<file path="src/common/idfw_defs.svh">
`ifndef IDFW_DEFS_SVH
`define IDFW_DEFS_SVH
`define IDFW_W_PIO_NOFC   7'h43
`define IDFW_W_PIO_IORDY  7'h44
`define IDFW_W_SUP0       7'h52
`define IDFW_W_SUP1       7'h53
`define IDFW_W_SUP2       7'h54
`define IDFW_W_EN0        7'h55
`define IDFW_W_EN1        7'h56
`define IDFW_W_EN2        7'h57
`define IDFW_W_UDMA       7'h58
`define IDFW_W_ERASE      7'h59
`define IDFW_W_EERASE     7'h5a
`define IDFW_W_APM        7'h5b
`define IDFW_SUP0_FIXED   16'h7008
`define IDFW_SUP1_FIXED   16'h4004
`define IDFW_SUP2_FIXED   16'h4000
`define IDFW_EN2_FIXED    16'h4000
`define IDFW_BIT_SEC      1
`define IDFW_BIT_WC       5
`define IDFW_BIT_LA       6
`define IDFW_BIT_FLASH    2
`define IDFW_BIT_APM      3
`define IDFW_UDMA_SEL_LSB 8
`define IDFW_PIO_MODE3_NS 16'h00b4
`define IDFW_PIO_MODE4_NS 16'h0078
`define IDFW_PIO_NOFC_NS  16'h00b4
`endif

</file>
<file path="src/common/idfw_pkg.sv">
package idfw_pkg;
  typedef logic [15:0] idfw_word_t;
  typedef logic [6:0]  idfw_idx_t;

  // configuration and current settings of the card
  typedef struct packed {
    logic       pio_m3;    // pio mode 3 supported
    logic       pio_m4;    // pio mode 4 supported
    logic       sec_sup;   // security supported
    logic       wc_sup;    // write cache supported
    logic       la_sup;    // look-ahead supported
    logic       apm_sup;   // advanced power management supported
    logic       sec_en;    // security enabled by password
    logic       wc_en;     // write cache enabled
    logic       la_en;     // look-ahead enabled
    logic       apm_en;    // apm enabled by set features
    logic [2:0] udma_max;  // highest udma mode supported
    logic       udma_any;  // any udma supported
    logic       udma_sel;  // udma mode selected
    logic [2:0] udma_mode; // selected udma mode
    logic       mdma_sel;  // multiword dma selected
    logic [7:0] erase_t;   // security erase time code
    logic [7:0] eerase_t;  // enhanced erase time code
    logic [7:0] apm_lvl;   // current apm level
  } idfw_cfg_s;

  typedef struct packed {
    logic       vld;
    idfw_word_t data;
  } idfw_state_s;
endpackage

</file>
<file path="src/hdl/idfw_words.sv">
`timescale 1ns/1ps
`include "idfw_defs.svh"
module idfw_words import idfw_pkg::*; (
  input  wire logic      I_MCLK,     // 200 MHz clock
  input  wire logic      I_SYS_RST,  // sync reset, high
  input  wire idfw_cfg_s I_CFG,      // card configuration
  input  wire logic      I_RD,       // read strobe
  input  wire idfw_idx_t I_IDX,      // word index
  output logic           O_VLD,      // data valid pulse
  output idfw_word_t     O_DATA,     // identify word
  output logic           O_PIO_VLD   // word 53 bit 1
);

  // ****************************************
  // word assembly
  // ****************************************
  function automatic idfw_word_t word_of(input idfw_cfg_s c, input idfw_idx_t i);
    idfw_word_t w;
    logic       adv;
    w   = 16'h0000;
    adv = c.pio_m3 | c.pio_m4;
    unique case (i)
      `IDFW_W_PIO_NOFC:  if (adv) w = `IDFW_PIO_NOFC_NS;
      `IDFW_W_PIO_IORDY: if (adv) begin
        w = c.pio_m4 ? `IDFW_PIO_MODE4_NS : `IDFW_PIO_MODE3_NS;
      end
      `IDFW_W_SUP0: begin
        w = `IDFW_SUP0_FIXED;
        w[`IDFW_BIT_SEC] = c.sec_sup;
        w[`IDFW_BIT_WC]  = c.wc_sup;
        w[`IDFW_BIT_LA]  = c.la_sup;
      end
      `IDFW_W_SUP1: begin
        w = `IDFW_SUP1_FIXED;
        w[`IDFW_BIT_APM] = c.apm_sup;
      end
      `IDFW_W_SUP2: w = `IDFW_SUP2_FIXED;
      `IDFW_W_EN0: begin
        w = `IDFW_SUP0_FIXED;
        w[`IDFW_BIT_SEC] = c.sec_en;
        w[`IDFW_BIT_WC]  = c.wc_en;
        w[`IDFW_BIT_LA]  = c.la_en;
      end
      `IDFW_W_EN1: begin
        w[`IDFW_BIT_FLASH] = 1'b1;
        w[`IDFW_BIT_APM]   = c.apm_en;
      end
      `IDFW_W_EN2: w = `IDFW_EN2_FIXED;
      `IDFW_W_UDMA: if (c.udma_any) begin
        for (int m = 0; m < 5; m++) begin
          w[m] = (3'(m) <= c.udma_max);
        end
        // selection shown only when multiword dma is not chosen
        if (c.udma_sel && !c.mdma_sel && c.udma_mode <= 3'h4) begin
          w[`IDFW_UDMA_SEL_LSB + int'(c.udma_mode)] = 1'b1;
        end
      end
      `IDFW_W_ERASE:  w = {8'h00, c.erase_t};
      `IDFW_W_EERASE: w = {8'h00, c.eerase_t};
      `IDFW_W_APM:    w = {8'h00, c.apm_lvl};
      default: w = 16'h0000;
    endcase
    return w;
  endfunction

  // ****************************************
  // state
  // ****************************************
  idfw_state_s st_q, st_d;

  // one cycle read latency
  always_comb begin
    st_d      = st_q;
    st_d.vld  = I_RD;
    if (I_RD) begin
      st_d.data = word_of(I_CFG, I_IDX);
    end
  end

  always_ff @(posedge I_MCLK) begin
    if (I_SYS_RST) begin
      st_q <= '0;
    end else begin
      st_q <= st_d;
    end
  end

  assign O_VLD     = st_q.vld;
  assign O_DATA    = st_q.data;
  assign O_PIO_VLD = I_CFG.pio_m3 | I_CFG.pio_m4;
endmodule

</file>
<file path="config.mk">
export PLATFORM = sky130hd
export DESIGN_NAME = idfw_words
export DESIGN_NICKNAME = d
export VERILOG_FILES = /design/src/common/idfw_pkg.sv /design/src/hdl/idfw_words.sv
export VERILOG_INCLUDE_DIRS = /design/src /design/src/common
export SDC_FILE = /design/constraint.sdc
export NUM_CORES = 1
export LEC_CHECK = 0
export ABC_AREA = 1
export BUFFER_PORTS_ARGS = -buffer_cell sky130_fd_sc_hd__buf_4
export CORE_UTILIZATION = 35
export DETAILED_ROUTE_END_ITERATION = 10
export PLACE_DENSITY = 0.66
export SLEW_MARGIN = 20
export SYNTH_ARGS = -nofsm -noshare
export SYNTH_HDL_FRONTEND = slang
export SYNTH_SLANG_ARGS = --single-unit
</file>
<file path="constraint.sdc">
create_clock -name I_MCLK -period 1.4 [get_ports I_MCLK]
set_clock_uncertainty 0.2 [all_clocks]
set_input_delay 0.21 -clock I_MCLK [delete_from_list [all_inputs] [get_ports I_MCLK]]
set_output_delay 0.21 -clock I_MCLK [all_outputs]
set_load 0.01 [all_outputs]
</file>
# After elaboration in Yosys (flattened, before gate mapping)
# Index checks and enable logic that the tools add are counted.
op_classes:
  magnitude_cmp: 8
  muxes: 10
  n_reduce_logical: 6
  bitwise: 2
  eq_ne: 12
  n_addsub: 1
op_table:
  columns: ["operator", "n"]
  rows:
  - ["one-hot mux 12 bit (9 select lines)", 1]
  - ["== test 7 bit (second input constant)", 12]
  - ["two-way mux 16 bit", 2]
  - ["two-way mux 8 bit", 3]
  - ["one-hot mux 2 bit (9 select lines)", 1]
  - ["OR 5 x 16 -> 16 bit", 1]
  - ["one-hot mux 2 bit (8 select lines)", 1]
  - ["<= comparator 1 x 3 -> 1 bit (first input constant)", 2]
  - ["<= comparator 2 x 3 -> 1 bit (first input constant)", 2]
  - ["adder 4 x 3 -> 5 bit (first input constant)", 1]
  - ["greater-or-equal comparator 5 x 1 -> 1 bit (second input constant)", 1]
  - ["less-than comparator 5 bit (second input constant)", 1]
  - ["demux 1 bit (select 4 bit)", 1]
  - ["<= comparator 3 bit (first input constant)", 1]
  - ["<= comparator 3 bit (second input constant)", 1]
  - ["logical AND 1 bit", 3]
  - ["OR reduction 3 bit", 1]
  - ["OR reduction 2 bit", 1]
  - ["zero test 1 bit", 1]
  - ["two-way mux 1 bit", 1]
  - ["OR 1 bit", 1]
totals:
  regBits: 17
  wordCells: 41
  output_inout_bits: 18
  input_bits: 53

# Longest topological paths before layout
# Gate-level depths: netlist of the first run.
depth:
  ltp_word: 9
  depth_mapped: 11
  depth_no_buf: 11

# Worst setup path after synthesis of the first run
# Ideal clock, no wire load.
synth_timing:
  path_kind: "input port to flip-flop"
  startpoint: "input I_CFG[42] (netlist bit)"
  endpoint: "register st_q, in the netlist O_DATA[5]"
  path_stages: 7
  arrival_time_ps: 940
  required_time_ps: 1084
  setup_ps: 116
  path_buffers: 0
  path_slack_ps: 144
  cell_sequence: "or2_2 nand3_1 nand2_1 nor2_1 nand2_1 nand2_1 a21oi_1"
synth_between:
  elab_chain_cells: 3
  elab_cells_between_ends: 4
  classes_between: "3 x mux; 1 x bitwise"
synth_lines:
  columns: ["element", "line_no", "text"]
  rows:
  - ["start: declaration", "idfw_words.sv:6", "input wire idfw_cfg_s I_CFG,"]
  - ["OR 1 bit (*)", "idfw_words.sv:21", "adv = c.pio_m3 | c.pio_m4;"]
  - ["two-way mux 8 bit, on equally long branches", "idfw_words.sv:24, idfw_words.sv:23", null]
  - ["one-hot mux 12 bit (9 select lines) (*)", "idfw_words.sv:22", "unique case (i)"]
  - ["end signal: assignment", "idfw_words.sv:84", "st_q <= st_d;"]
  - ["end: declaration", "idfw_words.sv:69", "idfw_state_s st_q, st_d;"]
# Every way passes the cells marked *; elsewhere a longest branch is shown, timed or not.
# A chain may end at the register's enable or synchronous reset.

# Worst setup path after layout of the first run
layout_timing:
  startpoint: "input I_CFG[42] (netlist bit)"
  endpoint: "output O_PIO_VLD"
layout_between:
  elab_chain_cells: 1
layout_lines:
  columns: ["element", "line_no", "text"]
  rows:
  - ["OR 1 bit", "idfw_words.sv:90", "assign O_PIO_VLD = I_CFG.pio_m3 | I_CFG.pio_m4;"]
  - ["end: declaration", "idfw_words.sv:11", "output logic O_PIO_VLD"]
# Every way passes these cells.

==> flow_summary.toml, run 1 <==
[hold_path]
whs_endpoint = "O_DATA[9]"
hp-class = "in -> reg"
holdPathStages = 3
hold_start = "I_CFG[25]"

[synth]
synth_top_area_share = 0.266
ys_ff_latch = 17
yosys_warnings = 0
yosysTopAreaCell = "dfxtp_1"
ys_types = 21
synth_area_leaders = "dfxtp_1 (27%), nand2_1 (21%), nand3_1 (12%)"
syn_area_per_cell_um2 = 5.74
ys_seq_area_frac = 0.266
syn_area_um2 = 1280
netlist_instances = 223
syn-num-nets = 276

[timing]
drv_slew = 0
setup_slack_ps = 72.2
fin_crit_sh = 0.948
setup_viol = 0
relSlewSlack = 0.757
worstMarginPinSlew_ps = 365
rsz0062_at_grt = "no"
max_freq_mhz = 753
fin_crit_ps = 1330
setup_tns_ps = 0
hold_viol = 0

[setup_path]
crit_path_frequent_cell = "buf_4"
cp.required_ps = 990
slowest_delay_ps = 330
critPathLaunchType = "input port"
crit_arrival_ps = 920
reg2reg_from = "O_DATA[14]"
cp_max_fo = 3
path_class = "in -> out"
crit_buf_inv = 3
end_kind = "output pin"
r2r-end = "O_DATA[14]"
crit_slowest_cell = "or2_2"
rrSetupSlack_ps = 550
reg2regPathDepth = 2
crit_family = "buffers and inverters"
crit_chain = "buf_4 > or2_2 > buf_4 > buf_4"

[place]
dpl_cell_area_um2 = 1930
post-place-cells = 349
dp_slack_ps = -127
gp_congestion = 0.837
hpwl_um = 3220
port_buffers = 70

[run_status]
outcome = "finished clean"

[floorplan]
start_util = 0.375
io_pins = 71
die_h_um = 62.5
die_x_um = 62.5
dieArea_um2 = 3900
coreArea_um2 = 3420
placementRows = 21

[cts]
ctsRootBufferMaster = "clkbuf_4"
clk_pin_slew_ps = 100
post_cts_buffers = 0
clock_sinks = 17
clk_path_buf_depth = 2
htree_num_levels = 1
cts_buffers = 3
cts_tree = "yes"
insertion_delay_ps = 280

[routing]
wire_per_inst_um = 11.1
drt_wl_total_um = 3930
vias = 1663
vias_per_cell = 4.68
drcViolationCount = 0
drt_iter0_drc = 89
ant_nets = 0
drtPass1Iterations = 4

[global_routing]
first_global_vias = 1518
grt_pass1_wl_um = 6550
grt_max_degree = 16
track_usage = 0.207
antenna_found_initial = 0
gr-total-overflow = 0

[job]
maxCapViolations = 0

[final_layout]
nets = 363
final_util = 0.580
final_cells = 355
drive_above_1_share = 0.337
final_cell_mix = "buf_4 (85), nand2_1 (71), nor2_1 (35), nand3_1 (31), inv_1 (21)"
area_growth_pct = 54.8
fin_area_um2 = 1980
n_antenna_cell = 0
layout_commonest_cell = "buf_4"

[power]
p_per_area_nw_per_um2 = 521
power.leakage_uw = 0.00106
peakVddDrop_v = 0.000608
[worst register-to-register path: cells and delay by family (launching register included)]
| family | cells | cell delay (ps) |
|---|---|---|
| AO/OA/AOI/OAI | 2 | 210 |
| flip-flops | 1 | 320 |
[final cells by class]
type / instances / area (um^2)
fillers: 370 / 1430
repair buffers: 87 / 658
well taps: 46 / 57.6
multi-input cells: 178 / 812
clock inverters: 1 / 5.00
flip-flops and latches: 17 / 340
clock buffers: 3 / 22.5
inverters: 23 / 86.3
[flip-flops by register name, indices dropped and copies added, names as in the netlist]
signal	count
O_DATA	16
O_VLD	1
[logic make-up after synthesis]
| kind of cell | Yosys count | synth area share |
|---|---|---|
| AOI/OAI and AO/OA | 19 | 0.0811 |
| buffers and inverters | 28 | 0.0997 |
| and+or+nand+nor | 159 | 0.553 |
| DFF | 17 | 0.266 |
[routing by layer]
layer | part of all wire | up-vias | GRT usage
met5 | 0 | - | 0
met4 | 0.0036 | 0 | 0.0262
met3 | 0.061 | 2 | 0.0420
met2 | 0.46 | 57 | 0.344
met1 | 0.48 | 711 | 0.281
li1 | - | 893 | -
[synthesized netlist by cell type]
library cell and n:
a21oi_1 11, a21oi_2 2, a31oi_1 1, buf_1 1, buf_6 3, clkbuf_1 1, dfxtp_1 17, inv_1 22
inv_2 1, nand2_1 71, nand2_2 1, nand3_1 31, nand3_2 1, nand4_1 10, nor2_1 35, nor2_2 4
nor2_4 3, nor3_1 1, o21ai_0 3, o21ai_1 2, or2_2 2
[where the power goes]
group	internal, uW	switching, uW	leakage [uW]
registers	488	2.35	0.000137
clock network	106	151	0.0000177
logic	154	130	0.000906
[worst max-delay path by stage]
| stage | from | endpoint | slack (ps) | depth (start not counted) |
|---|---|---|---|---|
| detailed placement | I_IDX[0] | O_DATA[1] | -130 | 12 |
| floorplan | I_CFG[42] | O_DATA[5] | 140 | 7 |
| finish | I_CFG[42] | O_PIO_VLD | 70 | 4 |
| global placement | I_IDX[0] | O_DATA[1] | -130 | 12 |
| global route | I_IDX[0] | O_DATA[1] | 30 | 12 |
| CTS | I_CFG[42] | O_PIO_VLD | 80 | 4 |
[what timing repair did]
item                       4_1_cts  5_1_grt
hold buffers                     2        0
setup endpoints to repair        0        1
hold endpoints to repair        13        0
gates resized for setup          0        1
[through the flow]
step | power [uW] | hold slack (ps)
floorplan | 602 | 79.1
global placement | 779 | 229
detailed placement | 779 | 222
CTS | 1050 | 0.183
global route | 1100 | 8.89
finish | 1030 | 15.1
(Power assumes the default switching activity.)
==> run 2, diff against run 1 <==
Settings changed: CORE_UTILIZATION 35 to 40, PLACE_DENSITY 0.66 to 0.73.
==> run 2 against run 1 <==
Net effect:
- worst setup slack better by 8.1 ps
- first-iteration DRC count increased by 26%
- critical path type unchanged
- cell area rose by 0.44%
- register-to-register slack barely moved
- power rose by 0.76%
- highest routed layer unchanged
- count of clock-buffer cells in the layout grew 1
- critical path depth is the same
- sequential power about the same
==> flow_summary.toml, run 2 (same netlist as run 1, synthesis figures left out) <==
[run_status]
outcome = "finished clean"

[cts]
clk_path_buf_depth = 2
clk_pin_slew_ps = 100
htree_num_levels = 1
insertion_delay_ps = 290
cts_buffers = 3
clock_sinks = 17
cts_tree = "yes"
ctsRootBufferMaster = "clkbuf_4"

[place]
dpl_cell_area_um2 = 1950
dp_slack_ps = -119
port_buffers = 70
hpwl_um = 3160
gp_congestion = 0.848
post-place-cells = 350

[routing]
drt_wl_total_um = 3940
ant_nets = 0
vias_per_cell = 4.80
wire_per_inst_um = 11.1
vias = 1704
drcViolationCount = 0
drt_iter0_drc = 112
drtPass1Iterations = 4

[setup_path]
cp.required_ps = 990
cp_max_fo = 3
end_kind = "output pin"
crit_arrival_ps = 910
reg2regPathDepth = 2
rrSetupSlack_ps = 560
reg2reg_from = "O_DATA[6]"
path_class = "in -> out"
critPathLaunchType = "input port"
r2r-end = "O_DATA[6]"

[hold_path]
holdPathStages = 3
hp-class = "in -> reg"
whs_endpoint = "O_DATA[4]"
hold_start = "I_RD"

[global_routing]
antenna_found_initial = 0
grt_max_degree = 14
track_usage = 0.237
grt_pass1_wl_um = 6280
first_global_vias = 1427
gr-total-overflow = 0

[timing]
fin_crit_ps = 1320
hold_viol = 0
relSlewSlack = 0.771
rsz0062_at_grt = "no"
fin_crit_sh = 0.943
setup_slack_ps = 80.3
hold_ws_ps = 10.6
worstMarginPinSlew_ps = 343
max_freq_mhz = 758
drv_slew = 0
setup_viol = 0

[floorplan]
die_x_um = 58.6
die_h_um = 58.6
io_pins = 71
start_util = 0.419
coreArea_um2 = 3050
placementRows = 20
dieArea_um2 = 3430

[final_layout]
drive_above_1_share = 0.341
largest_reg_flops = 16
final_cells = 355
nets = 365
area_growth_pct = 55.5
layout_commonest_cell = "buf_4"
final_cell_mix = "buf_4 (88), nand2_1 (71), nor2_1 (35), nand3_1 (31), inv_1 (21)"
fin_area_um2 = 1990
n_antenna_cell = 0

[power]
clkPwrFrac = 0.251
p_per_area_nw_per_um2 = 523
comb_power_share = 0.277
peakVddDrop_v = 0.000363
sequentialPowerShare = 0.472
p_int_uw = 756
power.net_switching_uw = 285
switching_share = 0.274
power.leakage_uw = 0.00107

[job]
maxCapViolations = 0
[run 2: power by group through the flow]
stage	sequential (uW)	combinational [uW]	clock, uW
final	491	288	261
after global routing	491	317	280
after CTS	491	287	262
after detailed placement	502	283	0
after global placement	502	281	0
after floorplan	504	97.5	0
[run 2: per-layer routing]
| layer | vias to the layer above | GRT usage | wire length [um] |
|---|---|---|---|
| met3 | 2 | 0.0462 | 260 |
| met1 | 741 | 0.334 | 1910 |
| met2 | 61 | 0.389 | 1750 |
| met5 | - | 0 | 0 |
| met4 | 0 | 0.0204 | 17 |
| li1 | 900 | - | - |
[run 2: what timing repair did]
action	in CTS	in global routing
resized for setup	0	1
hold buffers	1	0
buffers inserted	0	0
setup endpoints to repair	0	1
endpoints found under the hold margin	11	0
[run 2: final cells by class]
| type | count | area, um^2 |
|---|---|---|
| repair buffers | 89 | 671 |
| well taps | 44 | 55.1 |
| clock buffers | 4 | 26.3 |
| fillers | 309 | 1060 |
| inverters | 23 | 86.3 |
| flip-flops and latches | 17 | 340 |
| multi-input cells | 178 | 812 |
[run 2: metrics by stage]
| step | utilization | TNS (ps) | power, uW |
|---|---|---|---|
| 2_1_floorplan | - | 0 | 602 |
| 3_3_place_gp | 0.640 | -905 | 783 |
| 3_5_place_dp | 0.640 | -1150 | 785 |
| 4_1_cts | 0.652 | 0 | 1040 |
| 5_1_grt | 0.652 | 0 | 1090 |
| 6_report | 0.652 | 0 | 1040 |
[run 2: critical path: stages]
cell and delay [ps]:
buf_4 110, or2_2 320, buf_4 140, buf_4 130
[run 2: how the worst max path moves through the flow]
| stage | endpoint | slack (ps) | start | depth (start not counted) |
|---|---|---|---|---|
| floorplan | O_DATA[5] | 140 | I_CFG[42] | 7 |
| global placement | O_DATA[3] | -100 | I_IDX[0] | 11 |
| detailed placement | O_DATA[3] | -120 | I_IDX[0] | 11 |
| CTS | O_PIO_VLD | 70 | I_CFG[42] | 4 |
| global route | O_DATA[0] | 10 | I_SYS_RST | 5 |
| finish | O_PIO_VLD | 80 | I_CFG[42] | 4 |
